`src/clock_gear_defs.svh`:
```
`ifndef CLOCK_GEAR_DEFS_SVH
`define CLOCK_GEAR_DEFS_SVH
`define OFS_GEAR      8'h00
`define OFS_SYS_ONE   8'h04
`define OFS_SYS_TWO   8'h08
`define OFS_WU_CTRL   8'h0c
`define OFS_WU_CMP    8'h10
`define OFS_STATUS    8'h14
`define OFS_CYCLES    8'h18
`define BIT_STOP      7
`define BIT_STAGE_NINE_SRC 4
`define BIT_OSCSEL    3
`define BIT_HOSC_EN   7
`define BIT_XEN       6
`define BIT_XTEN      5
`define BIT_MAIN_SRC_SEL 4
`define BIT_WU_START  4
`define RST_GEAR      2'h0
`define RST_WU_SEL    2'h0
`define RST_WU_DIV    2'h3
`define RST_WU_CMP    8'h66
`define RST_HOSC_EN   1'b1
`define LOW_QUARTER   2'h3
`endif

```
`src/clock_gear_pkg.sv`:
```
package clock_gear_pkg;
  typedef enum logic [2:0] {
    ST_WARM_POR  = 3'b000,
    ST_RUN       = 3'b001,
    ST_SOFT_WARM = 3'b010,
    ST_STOP      = 3'b011,
    ST_WARM_STOP = 3'b100
  } wu_state_t;
  typedef enum logic [1:0] {
    SRC_OSC = 2'b00,
    SRC_EXT = 2'b01,
    SRC_LOW = 2'b10
  } wu_src_t;
endpackage

```
`src/clock_gear_timing_warmup.sv`:
```
`timescale 1ns/1ps
`default_nettype none
`include "clock_gear_defs.svh"
module clock_gear_timing_warmup
  import clock_gear_pkg::*;
(
  input  wire logic        clk,
  input  wire logic        rstn,
  input  wire logic        ce,
  input  wire logic [7:0]  address,
  input  wire logic        read,
  input  wire logic        write,
  input  wire logic [31:0] writedata,
  output logic      [31:0] readdata,
  output logic             waitrequest,
  input  wire logic        osc_clock,
  input  wire logic        ext_high_clock,
  input  wire logic        low_freq_clock,
  input  wire logic        stop_release,
  output logic             main_sys_tick,
  output logic             gear_tick,
  output logic      [2:0]  prescaler_out,
  output logic      [20:0] divider_out,
  output logic             cpu_reset_n,
  output logic             sys_clock_reset,
  output logic             stop_done
);

  // ==========================================================
  // pin synchronisers
  logic [3:0] pin_in;
  logic [3:0] sync_a;
  logic [3:0] sync_b;
  logic [3:0] sync_c;
  logic [3:0] rise;
  assign pin_in = {stop_release, low_freq_clock, ext_high_clock, osc_clock};

  genvar gi;
  generate
    for (gi = 0; gi < 4; gi = gi + 1) begin : g_sync
      always_ff @(posedge clk) begin
        if (!rstn) begin
          sync_a[gi] <= 1'b0;
          sync_b[gi] <= 1'b0;
          sync_c[gi] <= 1'b0;
        end else if (ce) begin
          sync_a[gi] <= pin_in[gi];
          sync_b[gi] <= sync_a[gi];
          sync_c[gi] <= sync_b[gi];
        end
      end
      assign rise[gi] = sync_b[gi] & ~sync_c[gi];
    end
  endgenerate

  logic osc_tick;
  logic ext_tick;
  logic low_tick;
  logic release_evt;
  assign osc_tick    = rise[0];
  assign ext_tick    = rise[1];
  assign low_tick    = rise[2];
  assign release_evt = rise[3];

  // ==========================================================
  // registers
  logic [1:0]  gear_sel;
  logic        divider_stage_nine_source;
  logic        oscsel;
  logic        hosc_en;
  logic        xen;
  logic        xten;
  logic        main_clock_source_select;
  logic [1:0]  wu_sel;
  logic [1:0]  wu_div;
  logic [7:0]  wu_cmp;
  logic        wr_ok;
  logic        stop_req;
  logic        soft_req;
  wu_state_t   state;
  logic [13:0] wu_cnt;
  logic [31:0] cycles;
  logic        main_src;
  logic        switching;
  logic        wu_done;

  assign wr_ok = write & !waitrequest;

  function automatic logic hit(input logic [7:0] a, input logic [7:0] o);
    hit = (a == o);
  endfunction

  always_ff @(posedge clk) begin
    if (!rstn) begin
      gear_sel <= `RST_GEAR;
      divider_stage_nine_source <= 1'b0;
      oscsel   <= 1'b0;
      hosc_en  <= `RST_HOSC_EN;
      xen      <= 1'b0;
      xten     <= 1'b0;
      main_clock_source_select <= 1'b0;
      wu_sel   <= `RST_WU_SEL;
      wu_div   <= `RST_WU_DIV;
      wu_cmp   <= `RST_WU_CMP;
      stop_req <= 1'b0;
      soft_req <= 1'b0;
    end else if (ce) begin
      stop_req <= 1'b0;
      soft_req <= 1'b0;
      if (wr_ok) begin
        if (hit(address, `OFS_GEAR)) begin
          gear_sel <= writedata[1:0];
        end else if (hit(address, `OFS_SYS_ONE)) begin
          divider_stage_nine_source <= writedata[`BIT_STAGE_NINE_SRC];
          oscsel   <= main_clock_source_select ? oscsel
                                               : writedata[`BIT_OSCSEL];
          stop_req <= writedata[`BIT_STOP];
        end else if (hit(address, `OFS_SYS_TWO)) begin
          hosc_en <= writedata[`BIT_HOSC_EN];
          xen     <= writedata[`BIT_XEN];
          xten    <= writedata[`BIT_XTEN];
          main_clock_source_select <= writedata[`BIT_MAIN_SRC_SEL];
        end else if (hit(address, `OFS_WU_CTRL)) begin
          wu_sel   <= writedata[1:0];
          wu_div   <= writedata[3:2];
          soft_req <= writedata[`BIT_WU_START];
        end else if (hit(address, `OFS_WU_CMP)) begin
          wu_cmp <= writedata[7:0];
        end
      end
    end
  end

  // ==========================================================
  // avalon slave answer, one wait cycle
  always_ff @(posedge clk) begin
    if (!rstn) begin
      waitrequest <= 1'b1;
      readdata    <= 32'h0;
    end else if (ce) begin
      waitrequest <= !((read | write) & waitrequest);
      if (read & waitrequest) begin
        if (hit(address, `OFS_GEAR)) begin
          readdata <= {30'h0, gear_sel};
        end else if (hit(address, `OFS_SYS_ONE)) begin
          readdata <= {27'h0, divider_stage_nine_source, oscsel, 3'h0};
        end else if (hit(address, `OFS_SYS_TWO)) begin
          readdata <= {24'h0, hosc_en, xen, xten, main_clock_source_select,
                       4'h0};
        end else if (hit(address, `OFS_WU_CTRL)) begin
          readdata <= {28'h0, wu_div, wu_sel};
        end else if (hit(address, `OFS_WU_CMP)) begin
          readdata <= {24'h0, wu_cmp};
        end else if (hit(address, `OFS_STATUS)) begin
          readdata <= {11'h0, state, cpu_reset_n, switching,
                       main_src, 1'b0, wu_cnt};
        end else if (hit(address, `OFS_CYCLES)) begin
          readdata <= cycles;
        end else begin
          readdata <= 32'h0;
        end
      end
    end
  end

  // ==========================================================
  // clock gear
  logic       high_tick;
  logic [1:0] gear_cnt;
  logic [1:0] gear_act;
  logic [1:0] gear_top;
  logic [1:0] gear_wait;
  logic       gear_pend;
  logic       run_clk;
  logic       gear_end;

  assign high_tick = oscsel ? ext_tick : osc_tick;
  assign run_clk   = (state == ST_RUN) || (state == ST_SOFT_WARM);
  always_comb begin
    case (gear_act)
      2'h0:    gear_top = 2'h3;
      2'h1:    gear_top = 2'h1;
      default: gear_top = 2'h0;
    endcase
  end
  assign gear_end = high_tick && (gear_cnt >= gear_top);

  always_ff @(posedge clk) begin
    if (!rstn) begin
      gear_cnt  <= 2'h0;
      gear_act  <= `RST_GEAR;
      gear_wait <= 2'h0;
      gear_pend <= 1'b0;
      gear_tick <= 1'b0;
    end else if (ce) begin
      gear_tick <= gear_end;
      if (high_tick) begin
        gear_cnt <= gear_end ? 2'h0 : gear_cnt + 2'h1;
      end
      if (wr_ok && hit(address, `OFS_GEAR) && writedata[1:0] != 2'h3) begin
        gear_wait <= 2'h2;
        gear_pend <= 1'b0;
      end else if (gear_wait != 2'h0 && main_sys_tick && !main_src) begin
        gear_wait <= gear_wait - 2'h1;
        gear_pend <= (gear_wait == 2'h1);
      end
      if (gear_pend && gear_end) begin
        gear_act  <= gear_sel;
        gear_pend <= 1'b0;
      end
    end
  end

  // ==========================================================
  // main system clock select
  logic [1:0] low_q;
  logic       low4_tick;
  assign low4_tick = low_tick && (low_q == `LOW_QUARTER);

  always_ff @(posedge clk) begin
    if (!rstn) begin
      low_q <= 2'h0;
    end else if (ce && low_tick) begin
      low_q <= low_q + 2'h1;
    end
  end

  always_ff @(posedge clk) begin
    if (!rstn) begin
      main_src        <= 1'b0;
      switching       <= 1'b0;
      main_sys_tick   <= 1'b0;
      sys_clock_reset <= 1'b0;
      cycles          <= 32'h0;
    end else if (ce) begin
      switching       <= (main_clock_source_select != main_src);
      sys_clock_reset <= 1'b0;
      if (main_clock_source_select != main_src) begin
        if (main_clock_source_select ? low4_tick : gear_end) begin
          main_src <= main_clock_source_select;
        end
        if (main_src ? !xten : !(oscsel ? xen : hosc_en)) begin
          sys_clock_reset <= 1'b1;
        end
      end
      main_sys_tick <= run_clk && (main_src ? low4_tick : gear_end);
      if (main_sys_tick) begin
        cycles <= cycles + 32'h1;
      end
    end
  end

  // ==========================================================
  // prescaler and 21-stage divider
  logic        pre_carry;
  logic        st8_carry;
  logic        st9_in;
  logic        div_clr;
  assign pre_carry = gear_end && !main_src && prescaler_out == 3'h7;
  assign st8_carry = pre_carry && divider_out[7:0] == 8'hff;
  assign st9_in    = (divider_stage_nine_source ||
                      main_clock_source_select) ? low4_tick : st8_carry;
  assign div_clr   = (state == ST_WARM_STOP) && wu_done;

  always_ff @(posedge clk) begin
    if (!rstn || sys_clock_reset) begin
      prescaler_out <= 3'h0;
      divider_out   <= 21'h0;
    end else if (ce) begin
      if (div_clr) begin
        prescaler_out <= 3'h0;
        divider_out   <= 21'h0;
      end else begin
        if (gear_end && !main_src) begin
          prescaler_out <= prescaler_out + 3'h1;
        end
        if (pre_carry) begin
          divider_out[7:0] <= divider_out[7:0] + 8'h1;
        end
        if (st9_in) begin
          divider_out[20:8] <= divider_out[20:8] + 13'h1;
        end
      end
    end
  end

  // ==========================================================
  // warm-up counter
  wu_src_t     stop_src;
  wu_src_t     cur_src;
  logic        src_tick;
  logic [2:0]  half_chain;
  logic [2:0]  div_mask;
  logic        cnt_tick;
  logic        counting;

  assign cur_src = (state == ST_WARM_STOP) ? stop_src
                                           : wu_src_t'(wu_sel);
  always_comb begin
    case (cur_src)
      SRC_OSC: src_tick = osc_tick;
      SRC_EXT: src_tick = ext_tick;
      SRC_LOW: src_tick = low_tick;
      default: src_tick = 1'b0;
    endcase
    case (wu_div)
      2'h0:    div_mask = 3'h0;
      2'h1:    div_mask = 3'h1;
      2'h2:    div_mask = 3'h3;
      default: div_mask = 3'h7;
    endcase
  end

  assign counting = (state == ST_WARM_POR) || (state == ST_SOFT_WARM) ||
                    (state == ST_WARM_STOP);
  assign cnt_tick = counting && src_tick &&
                    ((half_chain & div_mask) == div_mask);
  assign wu_done  = counting && (wu_cnt[13:6] == wu_cmp);

  always_ff @(posedge clk) begin
    if (!rstn) begin
      half_chain <= 3'h0;
      wu_cnt     <= 14'h0;
    end else if (ce) begin
      if (wu_done) begin
        half_chain <= 3'h0;
        wu_cnt     <= 14'h0;
      end else if (counting && src_tick) begin
        half_chain <= half_chain + 3'h1;
        if (cnt_tick) begin
          wu_cnt <= wu_cnt + 14'h1;
        end
      end else if (state == ST_RUN && stop_req) begin
        wu_cnt <= 14'h0;
      end
    end
  end

  // ==========================================================
  // warm-up sequencing and stop
  always_ff @(posedge clk) begin
    if (!rstn || sys_clock_reset) begin
      state       <= ST_WARM_POR;
      stop_src    <= SRC_OSC;
      cpu_reset_n <= 1'b0;
      stop_done   <= 1'b0;
    end else if (ce) begin
      stop_done <= 1'b0;
      case (state)
        ST_WARM_POR: begin
          if (wu_done) begin
            state       <= ST_RUN;
            cpu_reset_n <= 1'b1;
          end
        end
        ST_RUN: begin
          if (stop_req) begin
            state    <= ST_STOP;
            stop_src <= main_src ? SRC_LOW : (oscsel ? SRC_EXT : SRC_OSC);
          end else if (soft_req) begin
            state <= ST_SOFT_WARM;
          end
        end
        ST_SOFT_WARM: begin
          if (stop_req) begin
            state    <= ST_STOP;
            stop_src <= main_src ? SRC_LOW : (oscsel ? SRC_EXT : SRC_OSC);
          end else if (wu_done) begin
            state <= ST_RUN;
          end
        end
        ST_STOP: begin
          if (release_evt) begin
            state <= ST_WARM_STOP;
          end
        end
        ST_WARM_STOP: begin
          if (wu_done) begin
            state     <= ST_RUN;
            stop_done <= 1'b1;
          end
        end
        default: begin
          state <= ST_WARM_POR;
        end
      endcase
    end
  end

endmodule
`default_nettype wire

```
`config.mk`:
```
export PLATFORM = sky130hd
export DESIGN_NAME = clock_gear_timing_warmup
export DESIGN_NICKNAME = d
export VERILOG_FILES = /design/src/clock_gear_pkg.sv /design/src/clock_gear_timing_warmup.sv
export VERILOG_INCLUDE_DIRS = /design/src
export SDC_FILE = /design/constraint.sdc
export NUM_CORES = 1
export LEC_CHECK = 0
export ABC_AREA = 1
export BUFFER_PORTS_ARGS = -buffer_cell sky130_fd_sc_hd__buf_2
export CAP_MARGIN = 10
export CORE_MARGIN = 2
export CORE_UTILIZATION = 60
export CTS_BUF_LIST = sky130_fd_sc_hd__clkbuf_4
export CTS_CLUSTER_DIAMETER = 80
export DETAILED_ROUTE_END_ITERATION = 6
export PLACE_DENSITY = 0.86
export SYNTH_ARGS = -nofsm -noshare
export SYNTH_HDL_FRONTEND = slang
export SYNTH_SLANG_ARGS = --single-unit
```
`constraint.sdc`:
```
create_clock -name clk -period 2.3 [get_ports clk]
set_input_delay 0.23 -clock clk [delete_from_list [all_inputs] [get_ports clk]]
set_output_delay 0.23 -clock clk [all_outputs]
set_load 0.02 [all_outputs]
```
======== After elaboration in Yosys (flattened, before gate mapping) ========
Cells that the tools add are included.
Widths: inputs -> output; s select.
storage, ports and cells
  flip-flop bits (word level) ............. 161
  bits of input ports ..................... 49
  output and inout bits ................... 62
  logic and storage cells ................. 218
cells by class
  add/subtract/negate cells ............... 9
  magnitude comparators ................... 1
  equality and inequality tests ........... 26
  mux-type cells .......................... 54
  bitwise gates (word level) .............. 18
  reduce and logical (&&, ||, !) cells .... 64
operators by type and width
  operator               number
  $mux 32                7
  $mux 14                4
  $add 32x1->32 const B  1
  $mux 3                 9
  $eq 8x5->1 const B     3
  $mux 1                 22
  $mux 21                1
  $reduce_and 2->1       10
  $reduce_and 3->1       6
  $logic_and 1x1->1      17
  $eq 8x4->1 const B     2
  $add 14x1->14 const B  1
  $add 13x1->13 const B  1
  $mux 13                1
  $pmux 3 s4             1
  $reduce_bool 2->1      6
  $mux 2                 5
  $reduce_and 5->1       2
  $not 1->1              9
  $pmux 3 s3             1
  $add 8x1->8 const B    1
  $eq 2x1->1 const B     4
  $eq 8x3->1 const B     1
  $eq 8x8->1             1
  other kinds (29)       56

======== Logic depth before layout (Yosys ltp) ========
  word-level depth ........................ 10
  depth in mapped cells ................... 15
  mapped depth without buffers ............ 14

======== Worst setup path before layout ========
No wires, ideal clock.
  path type ............................... flip-flop to flip-flop
  start ................................... register gear_act[0]
  end ..................................... register divider_out[9]
  library setup time ...................... 117 ps
  arrival ................................. 1750 ps
  data required time ...................... 2183 ps
  path slack .............................. 433 ps
  stages on the path, launching flop included .. 15
  buffers on the path ..................... 1
  cells stage by stage .................... dfxtp_1 -> or2_2 -> ha_1 -> o21ai_0 -> nand2_1 -> nand2_1 -> inv_1 -> nand2_1 -> o21ai_0 -> nand2_1 -> nand2_4 -> inv_2 -> buf_6 -> a21oi_2 -> nor2_1
on the way
  cells in the longest elaborated chain, start to end .. 10
  elaborated cells between the ends (all ways) .. 11
  those cells by class .................... 1 x order compare; 1 x eq/ne; 2 x mux; 7 x reduce/logical
ends and longest elaborated chain
  item                                           line                             source
  start, declared                                clock_gear_timing_warmup.sv:170  logic [1:0] gear_act;
  start signal, assigned                         clock_gear_timing_warmup.sv:191  gear_act <= `RST_GEAR;
  start signal, assigned                         clock_gear_timing_warmup.sv:208  gear_act <= gear_sel;
  $eq 2x1->1 or $logic_not 2->1 (tied branches)  clock_gear_timing_warmup.sv:180  case (gear_act)
  $pmux 2 s2 *                                   clock_gear_timing_warmup.sv:180
  $ge 2x2->1 *                                   clock_gear_timing_warmup.sv:186  assign gear_end = high_tick && (gear_cnt >= gear_top);
  $logic_and 1x1->1 *                            clock_gear_timing_warmup.sv:186
  $logic_and 1x1->1 * (2 in series)              clock_gear_timing_warmup.sv:259  assign pre_carry = gear_end && !main_src && prescaler_out == 3'h7;
  $logic_and 1x1->1 *                            clock_gear_timing_warmup.sv:260  assign st8_carry = pre_carry && divider_out[7:0] == 8'hff;
  $mux 1 *                                       clock_gear_timing_warmup.sv:262  main_clock_source_select) ? low4_tick : st8_carry;
  $reduce_bool 2->1 (no source line) *           --
  $reduce_and 2->1 (no source line) *            --
  end signal, assigned                           clock_gear_timing_warmup.sv:281  divider_out[20:8] <= divider_out[20:8] + 13'h1;
  end, declared                                  clock_gear_timing_warmup.sv:23   output logic [20:0] divider_out,
Every way passes the cells marked *; elsewhere a longest branch is shown, timed or not.
A chain may end at the register's enable or synchronous reset.

======== Final worst setup path ========
  start ................................... register gear_act[0]
  end ..................................... register divider_out[11]
Same word-level chain as after synthesis.

==> summary.md <==
| Metric | Value |
|---|---|
| I/O Buffers | 86 |
| Cell with the most instances after synthesis | nand2_1 |
| PD cells | 541.8 mW/mm2 |
| Full die area | 0.01466 mm2 |
| Largest family of logic cells by synthesized area | simple AND/OR/NAND/NOR gates |
| Initial Util | 61.88% |
| Yosys warns | 0 |
| Crit Path Class | flop to flop |
| Worst Setup End Kind | flop |
| Area leader, netlist | dfxtp_1 |
| Slew Limit Fails | 0 |
| CTS Buf Count | 17 |
| Outcome | complete, no violations |
| Final Cycle Share | 91.19% |
| Multiplexer area fraction after synthesis | 0% |
| Clock sink total | 161 |
| Synth top area cells | dfxtp_1 (39%), nand2_1 (12%), a21oi_1 (7.9%) |
| CTS max path bufs | 2 |
| Hold/Removal Path Class | input port to flop |
| Placeable Area | 0.01330 mm2 |
| Proportion of layout cells with a drive suffix above 1 | 13.76% |
| Synth cell count leaders | nand2_1 (270), dfxtp_1 (161), inv_1 (134) |
| First-pass GRT wire length | 34.85 mm |
| Minimum clock period | 2.097 ns |
| CTS tree | built |
| Clk_lat worst skew | 0.58 ns |
| Antenna Nets Post-Route | 0 |
| Crit path DAT | 2.61 ns |
| Cells after synthesis | 1192 |
| Peak supply drop | 0.4177 mV |
| Count of different cell masters after synthesis | 44 |
| Fillers | 1132 |
| Startpoint class of the critical path | flop |
| Cell Area, Synth | 0.008227 mm2 |
| Final Cell Area | 0.009271 mm2 |
| CP max FO | 6 |
| Initial antenna violation count | 0 |
| Initial DRC count | 754 |
| Vias in the first global route | 7583 |
| H-tree levels | 4 |
| Clock Tree Root | clkbuf_4 |
| Sequential area share after synthesis | 39.18% |
| P&R area growth vs syn | 12.70% |
| Clock Skew | 0.01694 ns |
| Diode count | 0 |
| Fraction of the mapped netlist area in simple logic gates | 29.63% |
| DRC viols | 0 |
| Rows | 42 |
| Seq cells post-synth | 161 |
| Area after DPL | 0.008787 mm2 |
| Fin nets | 1349 |
| DP HPWL | 15.21 mm |
| Syn Area/Cell | 6.902 um2 |
| Total routed wirelength | 21.01 mm |
| Top-area cell type share of the netlist area | 39.18% |
| Detail-routed via count per cell | 5.521 |
| Worst slew pin tran | 0.7259 ns |
| Die W | 121.1 um |
| Worst path required time | 2.82 ns |
| Gp weighted congestion | 0.9336 |
| GRT overflow | 0 |
| Xor/xnor cell area share of the yosys netlist | 4.259% |
| Slew headroom | 51.61% |
| Ports | 111 |
| DRT Pass-1 Iters | 5 |
| Die Y | 121.1 um |
| Post-synthesis compound-gate area fraction | 16.26% |
| Synth Net Count | 1253 |
| LEAKAGE | 3.851 nW |
| Tot Pwr | 5.023 mW |
| Setup violators final | 0 |
| Async SR Flop Fraction | 0% |
| Clk slew on worst S/H paths | 0.14 ns |
| Largest net degree at the start of global routing | 67 |
| Post-synth top flop | dfxtp_1 |
| DR vias | 8154 |
| Tot GR Track Use | 29.36% |
| Post-synth EDFFs | 0 |
| F_max | 476.8 MHz |
| Adder-Cell Fraction of Synth Area | 1.825% |
| Routed wire per std cell | 14.22 um |
| Max Cap Viol | 0 |
| Final hold viol count | 0 |
[kinds of logic (layout without fill, tap and decap cells)]
family / count (synthesis) / after routing
and+or+nand+nor: 553 / 553
AOI/OAI and AO/OA: 244 / 244
buffers and inverters: 182 / 291
DFF: 161 / 161
xor gates and xnor gates: 40 / 40
adders and majority gates: 12 / 12
[cell type report]
class,count,area (um2),share of cell area [%]
multi-input combinational,849,4278,46.14
sequential,161,3223,34.76
timing repair buffer,119,715.7,7.719
inverter,140,525.5,5.668
tap,176,220.2,2.375
clock inverter,15,181.4,1.957
clock buffer,17,127.6,1.377
[per-layer routing]
layer  vias up  GRT usage, %  part of all wire, %
li1       4107             -                    -
met1      3739         37.38                   44
met2       260         49.02                   48
met3        48         5.733                  6.0
met4         0         11.34                  2.5
met5         -             0                    0
[repair_timing]
item / 4_1_cts / 5_1_grt
hold buffers: 15 / 0
setup endpoints to repair: 0 / 12
gates resized for setup: 0 / 2
endpoints found under the hold margin: 27 / 0
setup buffers: 0 / 3
[worst max-delay path, cell delays in order (launching register included)]
cell and delay [ns]:
dfxtp_1 0.33, or2_2 0.29, ha_1 0.27, o21ai_0 0.07, nand2_1 0.06, nand2_1 0.06
inv_1 0.08, nand2_1 0.12, o21ai_0 0.17, nand2_1 0.11, nand2_4 0.13, buf_4 0.14
nand3_1 0.06, a21oi_1 0.14
[worst paths after layout]
| path | from | endpoint | slack, ns | cells after the start |
|---|---|---|---|---|
| max | gear_act[0] | divider_out[11] | 0.20 | 13 |
| min | address[2] | gear_sel[1] | 0.08 | 4 |
| max reg2reg | gear_act[0] | divider_out[11] | 0.20 | 13 |
| min reg2reg | readdata[27] | readdata[27] | 0.47 | 2 |
[power breakdown]
group	switching (mW)	total (mW)	internal [mW]
Sequential	0.0324	2.86	2.82
Combinational	0.227	0.335	0.108
Clock	1.07	1.83	0.762
Total	1.33	5.02	3.70
[placed cells by master (no fill, tap or decap), types with 2 or more instances in the layout]
cell type      count
o211ai_1          19
o21ai_1            4
dlygate4sd3_1     15
nand3_1           74
clkinv_4           2
clkbuf_4          17
nand4_2            2
or2_2              2
o22ai_1            8
nand2_1          270
o21ai_0           66
xor2_1            28
nand2_2            5
clkinvlp_4         4
a21oi_1          130
nor3b_1            2
nand2_4            3
inv_1            133
dfxtp_1          161
nor2_2            13
o221ai_1           4
a211oi_1           5
bufinv_16          3
nor2_1           118
buf_2             86
nor2_4             3
nand3_2            2
nor4_1            10
inv_2              7
ha_1              12
nand3_4            2
nand3b_1           2
nor3_1            30
xnor2_1           12
buf_4             18
o21a_1             2
a21oi_2            2
nand4_1           12
inv_6              4
[through the flow]
stage	hold WS (ns)	instances	util, %	setup TNS [ns]	setup WS [ns]
floorplan	0.3432	1192	-	0	0.4325
global placement	0.4501	1427	66.09	0	0.1896
detailed placement	0.4532	1427	66.09	0	0.1602
CTS	0.03964	1474	69.55	0	0.1342
global route	0.09414	1477	69.73	-0.02714	-0.009917
finish	0.08206	1477	69.73	0	0.2027
[sequential cells by signal, summed over array words and instances (netlist names), 3 cells and up]
name           count
cycles            32
sync_a             4
readdata          32
half_chain         3
state              3
sync_b             4
sync_c             4
prescaler_out      3
wu_cmp             8
divider_out       21
wu_cnt            14
(Power assumes the default switching activity.)
